## src/ufc_pkg.sv

```systemverilog
// package: register map, field layout and reset values of the ulpi function/interface control bank
package ufc_pkg;

   // *****************************************************************
   // register addresses
   // *****************************************************************
   localparam logic [5:0] FUNC_WR_ADDR  = 6'h04;
   localparam logic [5:0] FUNC_SET_ADDR = 6'h05;
   localparam logic [5:0] FUNC_CLR_ADDR = 6'h06;
   localparam logic [5:0] INTF_WR_ADDR  = 6'h07;
   localparam logic [5:0] INTF_SET_ADDR = 6'h08;
   localparam logic [5:0] INTF_CLR_ADDR = 6'h09;

   // *****************************************************************
   // reset values
   // *****************************************************************
   localparam logic [7:0] FUNC_RESET    = 8'h41;
   localparam logic [7:0] INTF_RESET    = 8'h00;
   localparam logic [7:0] INTF_RSVD_MASK = 8'h10;

   // *****************************************************************
   // field encodings
   // *****************************************************************
   localparam logic [1:0] ENC_NORMAL     = 2'h0;
   localparam logic [1:0] ENC_NONDRIVE   = 2'h1;
   localparam logic [1:0] ENC_RAW        = 2'h2;
   localparam logic [1:0] ENC_NO_SYNCEOP = 2'h3;
   localparam logic [1:0] SPD_HS         = 2'h0;
   localparam logic [1:0] SPD_FS         = 2'h1;
   localparam logic [1:0] SPD_LS         = 2'h2;
   localparam logic [1:0] SPD_LS_ON_FS   = 2'h3;

   typedef enum logic [1:0]
   {
      UFC_OP_WRITE = 2'h0,
      UFC_OP_SET   = 2'h1,
      UFC_OP_CLEAR = 2'h2,
      UFC_OP_NONE  = 2'h3
   } ufc_op_t;

   typedef struct packed
   {
      logic       reserved;
      logic       phy_low_power_n;
      logic       core_reset;
      logic [1:0] tx_encoding_select;
      logic       termination_select;
      logic [1:0] transceiver_speed_select;
   } ufc_func_t;

   typedef struct packed
   {
      logic interface_protect_disable;
      logic indicator_passthrough;
      logic indicator_invert;
      logic reserved;
      logic serial_clock_power_n;
      logic carkit_mode;
      logic three_wire_serial_mode;
      logic six_wire_serial_mode;
   } ufc_intf_t;

   // transceiver controls derived from the function register
   typedef struct packed
   {
      logic hs_xcvr_en;
      logic fs_xcvr_en;
      logic ls_xcvr_en;
      logic fs_preamble_en;
      logic tx_drive_en;
      logic bitstuff_nrzi_en;
      logic auto_sync_eop_en;
      logic fs_pullup_en;
      logic hs_term_en;
   } ufc_xcvr_t;

endpackage

```

## src/ufc_reg_update.sv

```systemverilog
// one register: write, set and clear update against the bus pattern
`timescale 1ns/1ps
`default_nettype none
module ufc_reg_update #(
   parameter logic [7:0] RESET_VAL = 8'h00,
   parameter logic [7:0] FIXED_MASK = 8'h00
)(
   input  wire logic                 clk_sys,
   input  wire logic                 rst_b,
   input  wire ufc_pkg::ufc_op_t     op,
   input  wire logic [7:0]           wdata,
   input  wire logic                 hw_clr_en,
   input  wire logic [7:0]           hw_clr_mask,
   output logic      [7:0]           value
);

   logic [7:0] value_q;
   logic [7:0] value_d;

   always_comb
   begin
      unique case (op)
         ufc_pkg::UFC_OP_WRITE: value_d = wdata;
         ufc_pkg::UFC_OP_SET:   value_d = value_q | wdata;
         ufc_pkg::UFC_OP_CLEAR: value_d = value_q & ~wdata;
         ufc_pkg::UFC_OP_NONE:  value_d = value_q;
      endcase
      // hardware self-clear applies after software update
      if (hw_clr_en)
      begin
         value_d = value_d & ~hw_clr_mask;
      end
      value_d = value_d & ~FIXED_MASK;
   end

   always_ff @(posedge clk_sys)
   begin
      if (!rst_b)
      begin
         value_q <= RESET_VAL;
      end
      else
      begin
         value_q <= value_d;
      end
   end

   assign value = value_q;

endmodule
`default_nettype wire

```

## src/ufc_decode.sv

```systemverilog
// combinational decode of transceiver and pad controls from the two registers
`timescale 1ns/1ps
`default_nettype none
module ufc_decode (
   input  wire ufc_pkg::ufc_func_t   func,
   input  wire ufc_pkg::ufc_intf_t   intf,
   input  wire logic                 dplus_pulldown_enable,
   input  wire logic                 dminus_pulldown_enable,
   input  wire logic                 stp_in,
   input  wire logic                 fault_in,
   input  wire logic                 vbus_valid_comparator,
   output ufc_pkg::ufc_xcvr_t        xcvr,
   output logic                      stp_pullup_en,
   output logic                      data_pulldown_en,
   output logic                      vbus_state,
   output logic                      clock_power_en,
   output logic                      low_power_en
);

   logic host_mode;
   logic serial_mode;
   logic fault_compl;

   always_comb
   begin
      host_mode   = dplus_pulldown_enable & dminus_pulldown_enable;
      serial_mode = intf.three_wire_serial_mode | intf.six_wire_serial_mode;
      xcvr = '0;
      unique case (func.transceiver_speed_select)
         ufc_pkg::SPD_HS:       xcvr.hs_xcvr_en = 1'b1;
         ufc_pkg::SPD_FS:       xcvr.fs_xcvr_en = 1'b1;
         ufc_pkg::SPD_LS:       xcvr.ls_xcvr_en = 1'b1;
         ufc_pkg::SPD_LS_ON_FS:
         begin
            xcvr.fs_xcvr_en     = 1'b1;
            xcvr.fs_preamble_en = 1'b1;
         end
      endcase
      xcvr.tx_drive_en      = func.tx_encoding_select != ufc_pkg::ENC_NONDRIVE;
      // only the raw setting drops stuffing and nrzi; non-driving stops the drivers and the hs terms
      xcvr.bitstuff_nrzi_en = func.tx_encoding_select != ufc_pkg::ENC_RAW;
      xcvr.auto_sync_eop_en = func.tx_encoding_select != ufc_pkg::ENC_NO_SYNCEOP;
      // termination: hs terms when term select low in hs, fs pull-up only as a peripheral
      xcvr.hs_term_en   = !func.termination_select && xcvr.hs_xcvr_en
                       && func.tx_encoding_select != ufc_pkg::ENC_NONDRIVE;
      xcvr.fs_pullup_en = func.termination_select && !host_mode
                       && func.tx_encoding_select != ufc_pkg::ENC_RAW;
      // protection: pull-up always while enabled, pull-downs only on a floating stp
      stp_pullup_en    = !intf.interface_protect_disable;
      data_pulldown_en = !intf.interface_protect_disable && stp_in;
      fault_compl = fault_in ^ intf.indicator_invert;
      vbus_state  = intf.indicator_passthrough ? fault_compl
                                               : (fault_compl & vbus_valid_comparator);
      low_power_en = !func.phy_low_power_n;
      // the clock bit only counts in serial modes while the phy is powered
      clock_power_en = (serial_mode && func.phy_low_power_n)
                     ? intf.serial_clock_power_n : !intf.carkit_mode;
   end

endmodule
`default_nettype wire

```

## src/ufc_ctrl_bank.sv

```systemverilog
// top: function and interface control registers with ulpi register access
`timescale 1ns/1ps
`default_nettype none

// *****************************************************************
// register bank
// *****************************************************************
// Contract
// - encoding field selects normal, non-driving, raw
// - encoding 11b drops automatic sync and eop
// - termination bit drives pull-up and hs terms
// - speed field picks hs, fs, ls transceiver
// - speed 11b sends ls via fs with preamble
// - function reg: write 04h, set 05h, clear 06h
// - interface reg: write 07h, set 08h, clear 09h
// - set ors, clear masks, write replaces
// - protection: stp pull-up, data pull-downs on float
// - protection detects link releasing stp and data; code senses stp_in only
// - protect disable removes all weak pulls
// - passthrough skips vbus valid qualification
// - invert bit complements the fault input
// - clock bit powers clock in serial modes
// - clock bit honoured only in serial, powered
// - phy low-power bit zero powers down blocks
module ufc_ctrl_bank (
   input  wire logic                 clk_sys,
   input  wire logic                 rst_b,
   // ulpi register access, already parsed from the link command
   input  wire logic                 reg_wr_en,
   input  wire logic                 reg_rd_en,
   input  wire logic [5:0]           reg_addr,
   input  wire logic [7:0]           reg_wdata,
   output logic      [7:0]           reg_rdata,
   output logic                      reg_rd_valid,
   // self-clear requests from the phy core
   input  wire logic                 low_power_exit,
   input  wire logic                 core_reset_done,
   input  wire logic                 serial_mode_exit,
   // analog and pad side
   input  wire logic                 dplus_pulldown_enable,
   input  wire logic                 dminus_pulldown_enable,
   input  wire logic                 stp_in,
   input  wire logic                 fault_in,
   input  wire logic                 vbus_valid_comparator,
   output ufc_pkg::ufc_xcvr_t        xcvr_ctrl,
   output logic                      stp_pullup_en,
   output logic                      data_pulldown_en,
   output logic                      vbus_state,
   output logic                      clock_power_en,
   output logic                      low_power_en,
   output logic                      core_reset_req,
   output logic                      three_wire_serial_mode,
   output logic                      six_wire_serial_mode
);

   // *****************************************************************
   // address decode
   // *****************************************************************
   function automatic ufc_pkg::ufc_op_t op_of(input logic [5:0] a, input logic [5:0] base);
      ufc_pkg::ufc_op_t r;
      r = ufc_pkg::UFC_OP_NONE;
      if (a == base)
      begin
         r = ufc_pkg::UFC_OP_WRITE;
      end
      else if (a == base + 6'h01)
      begin
         r = ufc_pkg::UFC_OP_SET;
      end
      else if (a == base + 6'h02)
      begin
         r = ufc_pkg::UFC_OP_CLEAR;
      end
      return r;
   endfunction

   localparam logic [7:0] FUNC_POWERED_MASK = 8'h40;

   ufc_pkg::ufc_op_t  func_op;
   logic [7:0]        func_wdata;
   ufc_pkg::ufc_op_t  intf_op;
   logic [7:0]        func_val;
   logic [7:0]        intf_val;
   logic [7:0]        func_hw_mask;
   logic [7:0]        intf_hw_mask;
   ufc_pkg::ufc_xcvr_t xcvr_d;
   logic              stp_pullup_d;
   logic              data_pulldown_d;
   logic              vbus_state_d;
   logic              clock_power_d;
   logic              low_power_d;

   always_comb
   begin
      func_op = reg_wr_en ? op_of(reg_addr, ufc_pkg::FUNC_WR_ADDR) : ufc_pkg::UFC_OP_NONE;
      intf_op = reg_wr_en ? op_of(reg_addr, ufc_pkg::INTF_WR_ADDR) : ufc_pkg::UFC_OP_NONE;
      // a wake-up must set the powered bit whatever the link does in the same cycle
      func_wdata = reg_wdata;
      if (low_power_exit)
      begin
         unique case (func_op)
            ufc_pkg::UFC_OP_WRITE,
            ufc_pkg::UFC_OP_SET:   func_wdata = reg_wdata | FUNC_POWERED_MASK;
            ufc_pkg::UFC_OP_CLEAR:
            begin
               func_op    = ufc_pkg::UFC_OP_WRITE;
               func_wdata = (func_val & ~reg_wdata) | FUNC_POWERED_MASK;
            end
            ufc_pkg::UFC_OP_NONE:
            begin
               func_op    = ufc_pkg::UFC_OP_SET;
               func_wdata = FUNC_POWERED_MASK;
            end
         endcase
      end
      // self-clear: suspend bit set on exit, reset bit cleared when done
      func_hw_mask = {1'b0, 1'b0, core_reset_done, 5'h00};
      intf_hw_mask = {5'h00, 1'b0, serial_mode_exit, serial_mode_exit};
   end

   // *****************************************************************
   // registers
   // *****************************************************************
   ufc_reg_update #(
      .RESET_VAL  (ufc_pkg::FUNC_RESET),
      .FIXED_MASK (8'h00)
   ) u_func (
      .clk_sys     (clk_sys),
      .rst_b       (rst_b),
      .op          (func_op),
      .wdata       (func_wdata),
      .hw_clr_en   (core_reset_done),
      .hw_clr_mask (func_hw_mask),
      .value       (func_val)
   );

   ufc_reg_update #(
      .RESET_VAL  (ufc_pkg::INTF_RESET),
      .FIXED_MASK (ufc_pkg::INTF_RSVD_MASK)
   ) u_intf (
      .clk_sys     (clk_sys),
      .rst_b       (rst_b),
      .op          (intf_op),
      .wdata       (reg_wdata),
      .hw_clr_en   (serial_mode_exit),
      .hw_clr_mask (intf_hw_mask),
      .value       (intf_val)
   );

   // *****************************************************************
   // readback
   // *****************************************************************
   always_ff @(posedge clk_sys)
   begin
      if (!rst_b)
      begin
         reg_rdata    <= 8'h00;
         reg_rd_valid <= 1'b0;
      end
      else
      begin
         reg_rd_valid <= reg_rd_en;
         if (reg_rd_en)
         begin
            if (op_of(reg_addr, ufc_pkg::FUNC_WR_ADDR) != ufc_pkg::UFC_OP_NONE)
            begin
               reg_rdata <= func_val;
            end
            else if (op_of(reg_addr, ufc_pkg::INTF_WR_ADDR) != ufc_pkg::UFC_OP_NONE)
            begin
               reg_rdata <= intf_val & ~ufc_pkg::INTF_RSVD_MASK;
            end
            else
            begin
               reg_rdata <= 8'h00;
            end
         end
      end
   end

   // *****************************************************************
   // decoded controls, registered so outputs come from flops
   // *****************************************************************
   ufc_decode u_dec (
      .func                   (ufc_pkg::ufc_func_t'(func_val)),
      .intf                   (ufc_pkg::ufc_intf_t'(intf_val)),
      .dplus_pulldown_enable  (dplus_pulldown_enable),
      .dminus_pulldown_enable (dminus_pulldown_enable),
      .stp_in                 (stp_in),
      .fault_in               (fault_in),
      .vbus_valid_comparator  (vbus_valid_comparator),
      .xcvr                   (xcvr_d),
      .stp_pullup_en          (stp_pullup_d),
      .data_pulldown_en       (data_pulldown_d),
      .vbus_state             (vbus_state_d),
      .clock_power_en         (clock_power_d),
      .low_power_en           (low_power_d)
   );

   always_ff @(posedge clk_sys)
   begin
      if (!rst_b)
      begin
         xcvr_ctrl              <= '0;
         stp_pullup_en          <= 1'b1;
         data_pulldown_en       <= 1'b0;
         vbus_state             <= 1'b0;
         clock_power_en         <= 1'b1;
         low_power_en           <= 1'b0;
         core_reset_req         <= 1'b0;
         three_wire_serial_mode <= 1'b0;
         six_wire_serial_mode   <= 1'b0;
      end
      else
      begin
         xcvr_ctrl              <= xcvr_d;
         stp_pullup_en          <= stp_pullup_d;
         data_pulldown_en       <= data_pulldown_d;
         vbus_state             <= vbus_state_d;
         clock_power_en         <= clock_power_d;
         low_power_en           <= low_power_d;
         core_reset_req         <= func_val[5];
         // the link must not enable both serial modes together
         three_wire_serial_mode <= intf_val[1];
         six_wire_serial_mode   <= intf_val[0];
      end
   end

endmodule
`default_nettype wire

```

## config.mk

```make
export PLATFORM = sky130hd
export DESIGN_NAME = ufc_ctrl_bank
export DESIGN_NICKNAME = d
export VERILOG_FILES = /design/src/ufc_pkg.sv /design/src/ufc_reg_update.sv /design/src/ufc_decode.sv /design/src/ufc_ctrl_bank.sv
export SDC_FILE = /design/constraint.sdc
export NUM_CORES = 1
export LEC_CHECK = 0
export BUFFER_PORTS_ARGS = -buffer_cell sky130_fd_sc_hd__buf_4
export CORE_MARGIN = 3
export CORE_UTILIZATION = 47
export CTS_BUF_LIST = sky130_fd_sc_hd__clkbuf_8 sky130_fd_sc_hd__clkbuf_16
export CTS_CLUSTER_DIAMETER = 40
export DETAILED_ROUTE_END_ITERATION = 6
export HOLD_SLACK_MARGIN = 0.1
export PLACE_DENSITY = 0.8
export REMOVE_ABC_BUFFERS = 1
export SLEW_MARGIN = 15
export SYNTH_ARGS = -nofsm -noshare
export SYNTH_HDL_FRONTEND = slang
export SYNTH_HIERARCHICAL = 1
export SYNTH_SLANG_ARGS = --single-unit
```

## constraint.sdc

```tcl
create_clock -name clk_sys -period 1.5 [get_ports clk_sys]
set_clock_uncertainty 0.15 [all_clocks]
set_input_delay 0.15 -clock clk_sys [delete_from_list [all_inputs] [get_ports clk_sys]]
set_output_delay 0.15 -clock clk_sys [all_outputs]
set_load 0.02 [all_outputs]
```

* Yosys cells after proc, flatten, opt, wreduce, memory -nomap -nowiden
Index checks and enable logic that the tools add are counted.
** Cells by class
- Multiplexer cells :: 29
- Reduce and logical (&&, ||, !) cells :: 17
- Equality and inequality tests :: 23
- Bitwise operators :: 15
** Operators by type and width (number)
- $pmux W8 S4 :: 2
- $and A8 B8 Y8 :: 5
- $mux W8 :: 5
- $eq A6 B3 Y1 const B :: 4
- $mux W2 :: 12
- $pmux W8 S3 :: 1
- $eq A2 B2 Y1 const B :: 8
- $not A8 Y8 :: 2
- $or A8 B8 Y8 :: 2
- $eq A6 B4 Y1 const B :: 2
- $eq A2 B1 Y1 const B :: 4
- $logic_not A2 Y1 :: 4
- $mux W1 :: 8
- $ne A2 B2 Y1 const B :: 4
- $not A2 Y8 :: 1
- $not A6 Y8 :: 1
- $logic_and A1 B1 Y1 :: 6
- $logic_not A1 Y1 :: 5
- $pmux W2 S2 :: 1
- $reduce_or A2 Y1 :: 2
- $and A1 B1 Y1 :: 2
- $ne A2 B1 Y1 const B :: 1
- $or A1 B1 Y1 :: 1
- $xor A1 B1 Y1 :: 1
** Storage, ports and cells
- Register bits :: 42
- Word-level logic and storage cells :: 106

* Depth between registers and ports, before layout
- Word-level depth :: 14
- Gate-level depth with buffers :: 7

* By module
Netlist, hierarchy kept.
** By module, submodules not included
- ufc_ctrl_bank :: cells an instance 115, instances 1, seq. area each 520.5 um^2, area each 1111.1 um^2
- ufc_reg_update (u_func) :: cells an instance 57, instances 1, seq. area each 160.2 um^2, area each 435.4 um^2
- ufc_reg_update (u_intf) :: cells an instance 45, instances 1, seq. area each 140.1 um^2, area each 399.1 um^2
- ufc_decode :: cells an instance 18, instances 1, seq. area each 0.0 um^2, area each 98.8 um^2

* Worst setup path before layout
OpenSTA, ideal clock, no wires.
- Path kind :: input-to-reg
- From :: in reg_addr[3]
- To :: reg u_func.value_q[0], in the netlist u_func/value[0]
- Arrival :: 1.256 ns
- Slack :: -0.039 ns
- Cell stages on the path :: 7
- Path through :: and2b_1 > buf_4 > a41oi_1 > buf_6 > nor2b_4 > o211ai_1 > nand3_1
** Between the ends
- Elaborated cells on any way between the ends :: 26
** RTL lines
- start, declared :: RTL line ufc_ctrl_bank.sv:31 : input wire logic [5:0] reg_addr,
- $eq A6 B3 Y1 :: RTL line ufc_ctrl_bank.sv:70 : else if (a == base + 6'h02)
- $mux W1 :: RTL line ufc_ctrl_bank.sv:70
- $mux W2 :: RTL line ufc_ctrl_bank.sv:66 : else if (a == base + 6'h01)
- $mux W2 * :: RTL line ufc_ctrl_bank.sv:62 : if (a == base)
- $mux W2 * :: RTL line ufc_ctrl_bank.sv:95 : func_op = reg_wr_en ? op_of(reg_addr, ufc_pkg::FUNC_WR_ADDR) : ufc_pkg::UFC_OP_NONE;
- $eq A2 B2 Y1 :: RTL line ufc_ctrl_bank.sv:101 : unique case (func_op)
- $pmux W2 S2 :: RTL line ufc_ctrl_bank.sv:101
- $mux W2 * :: RTL line ufc_ctrl_bank.sv:99 : if (low_power_exit)
- net func_op[1] :: RTL line ufc_ctrl_bank.sv:79 : ufc_pkg::ufc_op_t func_op;
- $eq A2 B2 Y1 (tied with other cells) :: RTL line ufc_reg_update.sv:22 : unique case (op)
- $pmux W8 S4 * :: RTL line ufc_reg_update.sv:22
- $and A8 B8 Y8 :: RTL line ufc_reg_update.sv:31 : value_d = value_d & ~hw_clr_mask;
- $mux W8 * :: RTL line ufc_reg_update.sv:29 : if (hw_clr_en)
- end signal, assigned :: RTL line ufc_reg_update.sv:44 : value_q <= value_d;
- end, declared :: RTL line ufc_reg_update.sv:17 : logic [7:0] value_q;
The timed path passes the listed nets; every way through them passes the cells marked *. The select of a mux whose other input is x is not followed.
A chain may end at the register's enable or synchronous reset.

* Worst setup path in the final report
- From :: in reg_wdata[0]
- To :: reg u_func.value_q[0], in the netlist u_func/value[0]
** Between the ends
- Word-level cells in the longest chain between the ends :: 9
- Elaborated cells on any way between the ends :: 10
** RTL lines
- start, declared :: RTL line ufc_ctrl_bank.sv:32 : input wire logic [7:0] reg_wdata,
- $not A8 Y8 :: RTL line ufc_ctrl_bank.sv:107 : func_wdata = (func_val & ~reg_wdata) | FUNC_POWERED_MASK;
- $and A8 B8 Y8 :: RTL line ufc_ctrl_bank.sv:107
- $pmux W8 S3 :: RTL line ufc_ctrl_bank.sv:101
- $mux W8 * :: RTL line ufc_ctrl_bank.sv:99
- net func_wdata[0] :: RTL line ufc_ctrl_bank.sv:80 : logic [7:0] func_wdata;
- $not A8 Y8 :: RTL line ufc_reg_update.sv:25 : ufc_pkg::UFC_OP_CLEAR: value_d = value_q & ~wdata;
- $and A8 B8 Y8 :: RTL line ufc_reg_update.sv:25
- $pmux W8 S4 * :: RTL line ufc_reg_update.sv:22
- $and A8 B8 Y8 :: RTL line ufc_reg_update.sv:31
- $mux W8 * :: RTL line ufc_reg_update.sv:29
Marks and branches as above.

==> results.toml <==
[outcome]
failed_checks = "DRC"
status = "finished with violations"

[floorplanning]
rows = 23
fp.dieArea_um2 = 5150
die_y_um = 71.8
io_pins = 52
core_area_um2 = 4090
die_x_um = 71.8
start_util_pct = 49.8

[layout]
fin_util_pct = 68.6
insertedDiodeCount = 0
seq_area_um2 = 821
syn2layout_area_growth_pct = 37.8
final_nets = 347
final_cells = 372
multi_input_area_um2 = 1160
fillers = 355
final_layout_size_suffix_gt1_share_pct = 27.6

[global_routing]
gr-total-overflow = 0
grt_pass1_wl_um = 8180
antenna_found_initial = 0
grt_pass1_vias = 1872
grtUsageTotal_pct = 20.2
grt_max_degree = 42

[placement]
hpwl_um = 3620
dp_cells = 349
portBuffers = 51
gp_congestion = 0.884
dpl_worst_slack_ps = -62.2

[clock_network]
cts_resized = 0
cts_buffers = 5
insertion_delay_ps = 300
tritoncts = "yes"
cts-root-buf = "clkbuf_8"
cts_sinks = 41
path_clk_slew_ps = 80
cts_max_level = 2
clk_path_buf_depth = 2

[critical_path]
required_ps = 1520
critPathLaunchType = "input port"
cp-end-kind = "register"
crit_fanout = 4
worstPathArrival_ps = 1420
critPathKind = "in -> reg"

[detailed_routing]
dr_total_vias = 1958
drtIter0Drc = 119
routed_via_density = 5.26
postRouteAntennaNets = 0
drtPass1Iterations = 7
routedWlPerCell_um = 13.7
finalWirelength_um = 5100
drc_errors = 1

[logic_synthesis]
yosysWarnings = 6
synthCells = 233
syn-mean-instance-area_um2 = 8.73
synth_area_um2 = 2030

[sta]
hold_violations = 0
max_freq_ghz = 0.714
fin_setup_tns_ps = 0
min_period_ps = 1400
setup_viol = 0
post-route-period-util_pct = 93.4
setup_slack_ps = 98.6
maxSlewViolCount = 0
rsz0062_at_grt = "false"

[job]
cap_violations = 0

[power_and_ir_drop]
cellPowerDensity_nw_per_um2 = 817
vdd_drop_max_uv = 357
p_leak_nw = 1.17

[worst_hold_path]
min_path_type = "in -> reg"
## final timing paths
check        depth (start not counted)  slack (ps)               to              startpoint
max                                  7         100  u_func/value[0]            reg_wdata[0]
min                                  4         130     xcvr_ctrl[1]  dminus_pulldown_enable
max reg2reg                          5         220  u_func/value[0]         u_func/value[0]
min reg2reg                          2         330     reg_rdata[4]            reg_rdata[4]
## critical path, cell delays in order
cell	delay, ps
dlygate4sd3_1	530
buf_4	120
a31oi_1	40
a21oi_1	260
nor2b_4	60
o211ai_1	150
nand3_1	100
## report_power, final
group          switching, mW  total (mW)  internal (mW)
Clock                  0.400       0.721          0.321
Sequential            0.0272        1.16           1.13
Combinational          0.203       0.413          0.210
## cells in the final DEF (no fill, tap or decap), types with 5 or more instances in the layout
cell / count
dfxtp_1: 41
inv_1: 5
nand3b_1: 9
o21ai_0: 7
a21bo_2: 7
nand2_1: 25
o21ai_1: 7
a31oi_1: 21
nand2b_1: 18
and2_1: 18
clkbuf_8: 5
o211ai_1: 10
a21oi_1: 15
buf_4: 67
nor2b_1: 9
nand4_1: 8
conb_1: 12
dlygate4sd3_1: 15
## per-layer routing
metal | track usage (%) | share of wire [%] | up-vias
met4 | 9.39 | 2.3 | 0
met1 | 24.2 | 45 | 871
met3 | 4.91 | 6.2 | 11
met2 | 34.0 | 47 | 76
li1 | - | - | 1000
met5 | 0 | 0 | -
## metrics by stage
step | power (mW) | hold slack (ps) | area (um2)
6_report | 2.29 | 129 | 2800
5_1_grt | 2.38 | 151 | 2800
4_1_cts | 2.31 | 127 | 2800
3_5_place_dp | 1.56 | 301 | 2570
3_3_place_gp | 1.55 | 294 | 2570
2_1_floorplan | 1.36 | 71.8 | 2000
## area by class of cell
type | count | area share, %
Multi-Input combinational cell | 186 | 41.4
Sequential cell | 41 | 29.3
Timing Repair Buffer | 82 | 23.3
Clock buffer | 5 | 2.46
Tap cell | 50 | 2.23
Inverter | 5 | 0.670
Clock inverter | 3 | 0.625
## registers in the layout, summed over array words and instances, names as in the netlist
register and count:
clock_power_en 1, core_reset_req 1, data_pulldown_en 1, low_power_en 1
reg_rd_valid 1, reg_rdata 8, six_wire_serial_mode 1, stp_pullup_en 1
three_wire_serial_mode 1, u_func/value 8, u_intf/value 7, vbus_state 1
xcvr_ctrl 9
## what timing repair did
| action | in CTS | in global routing |
|---|---|---|
| hold buffers | 15 | 0 |
| hold endpoints to repair | 28 | 0 |
| buffers inserted | 0 | 0 |
(Power assumes the default switching activity.)
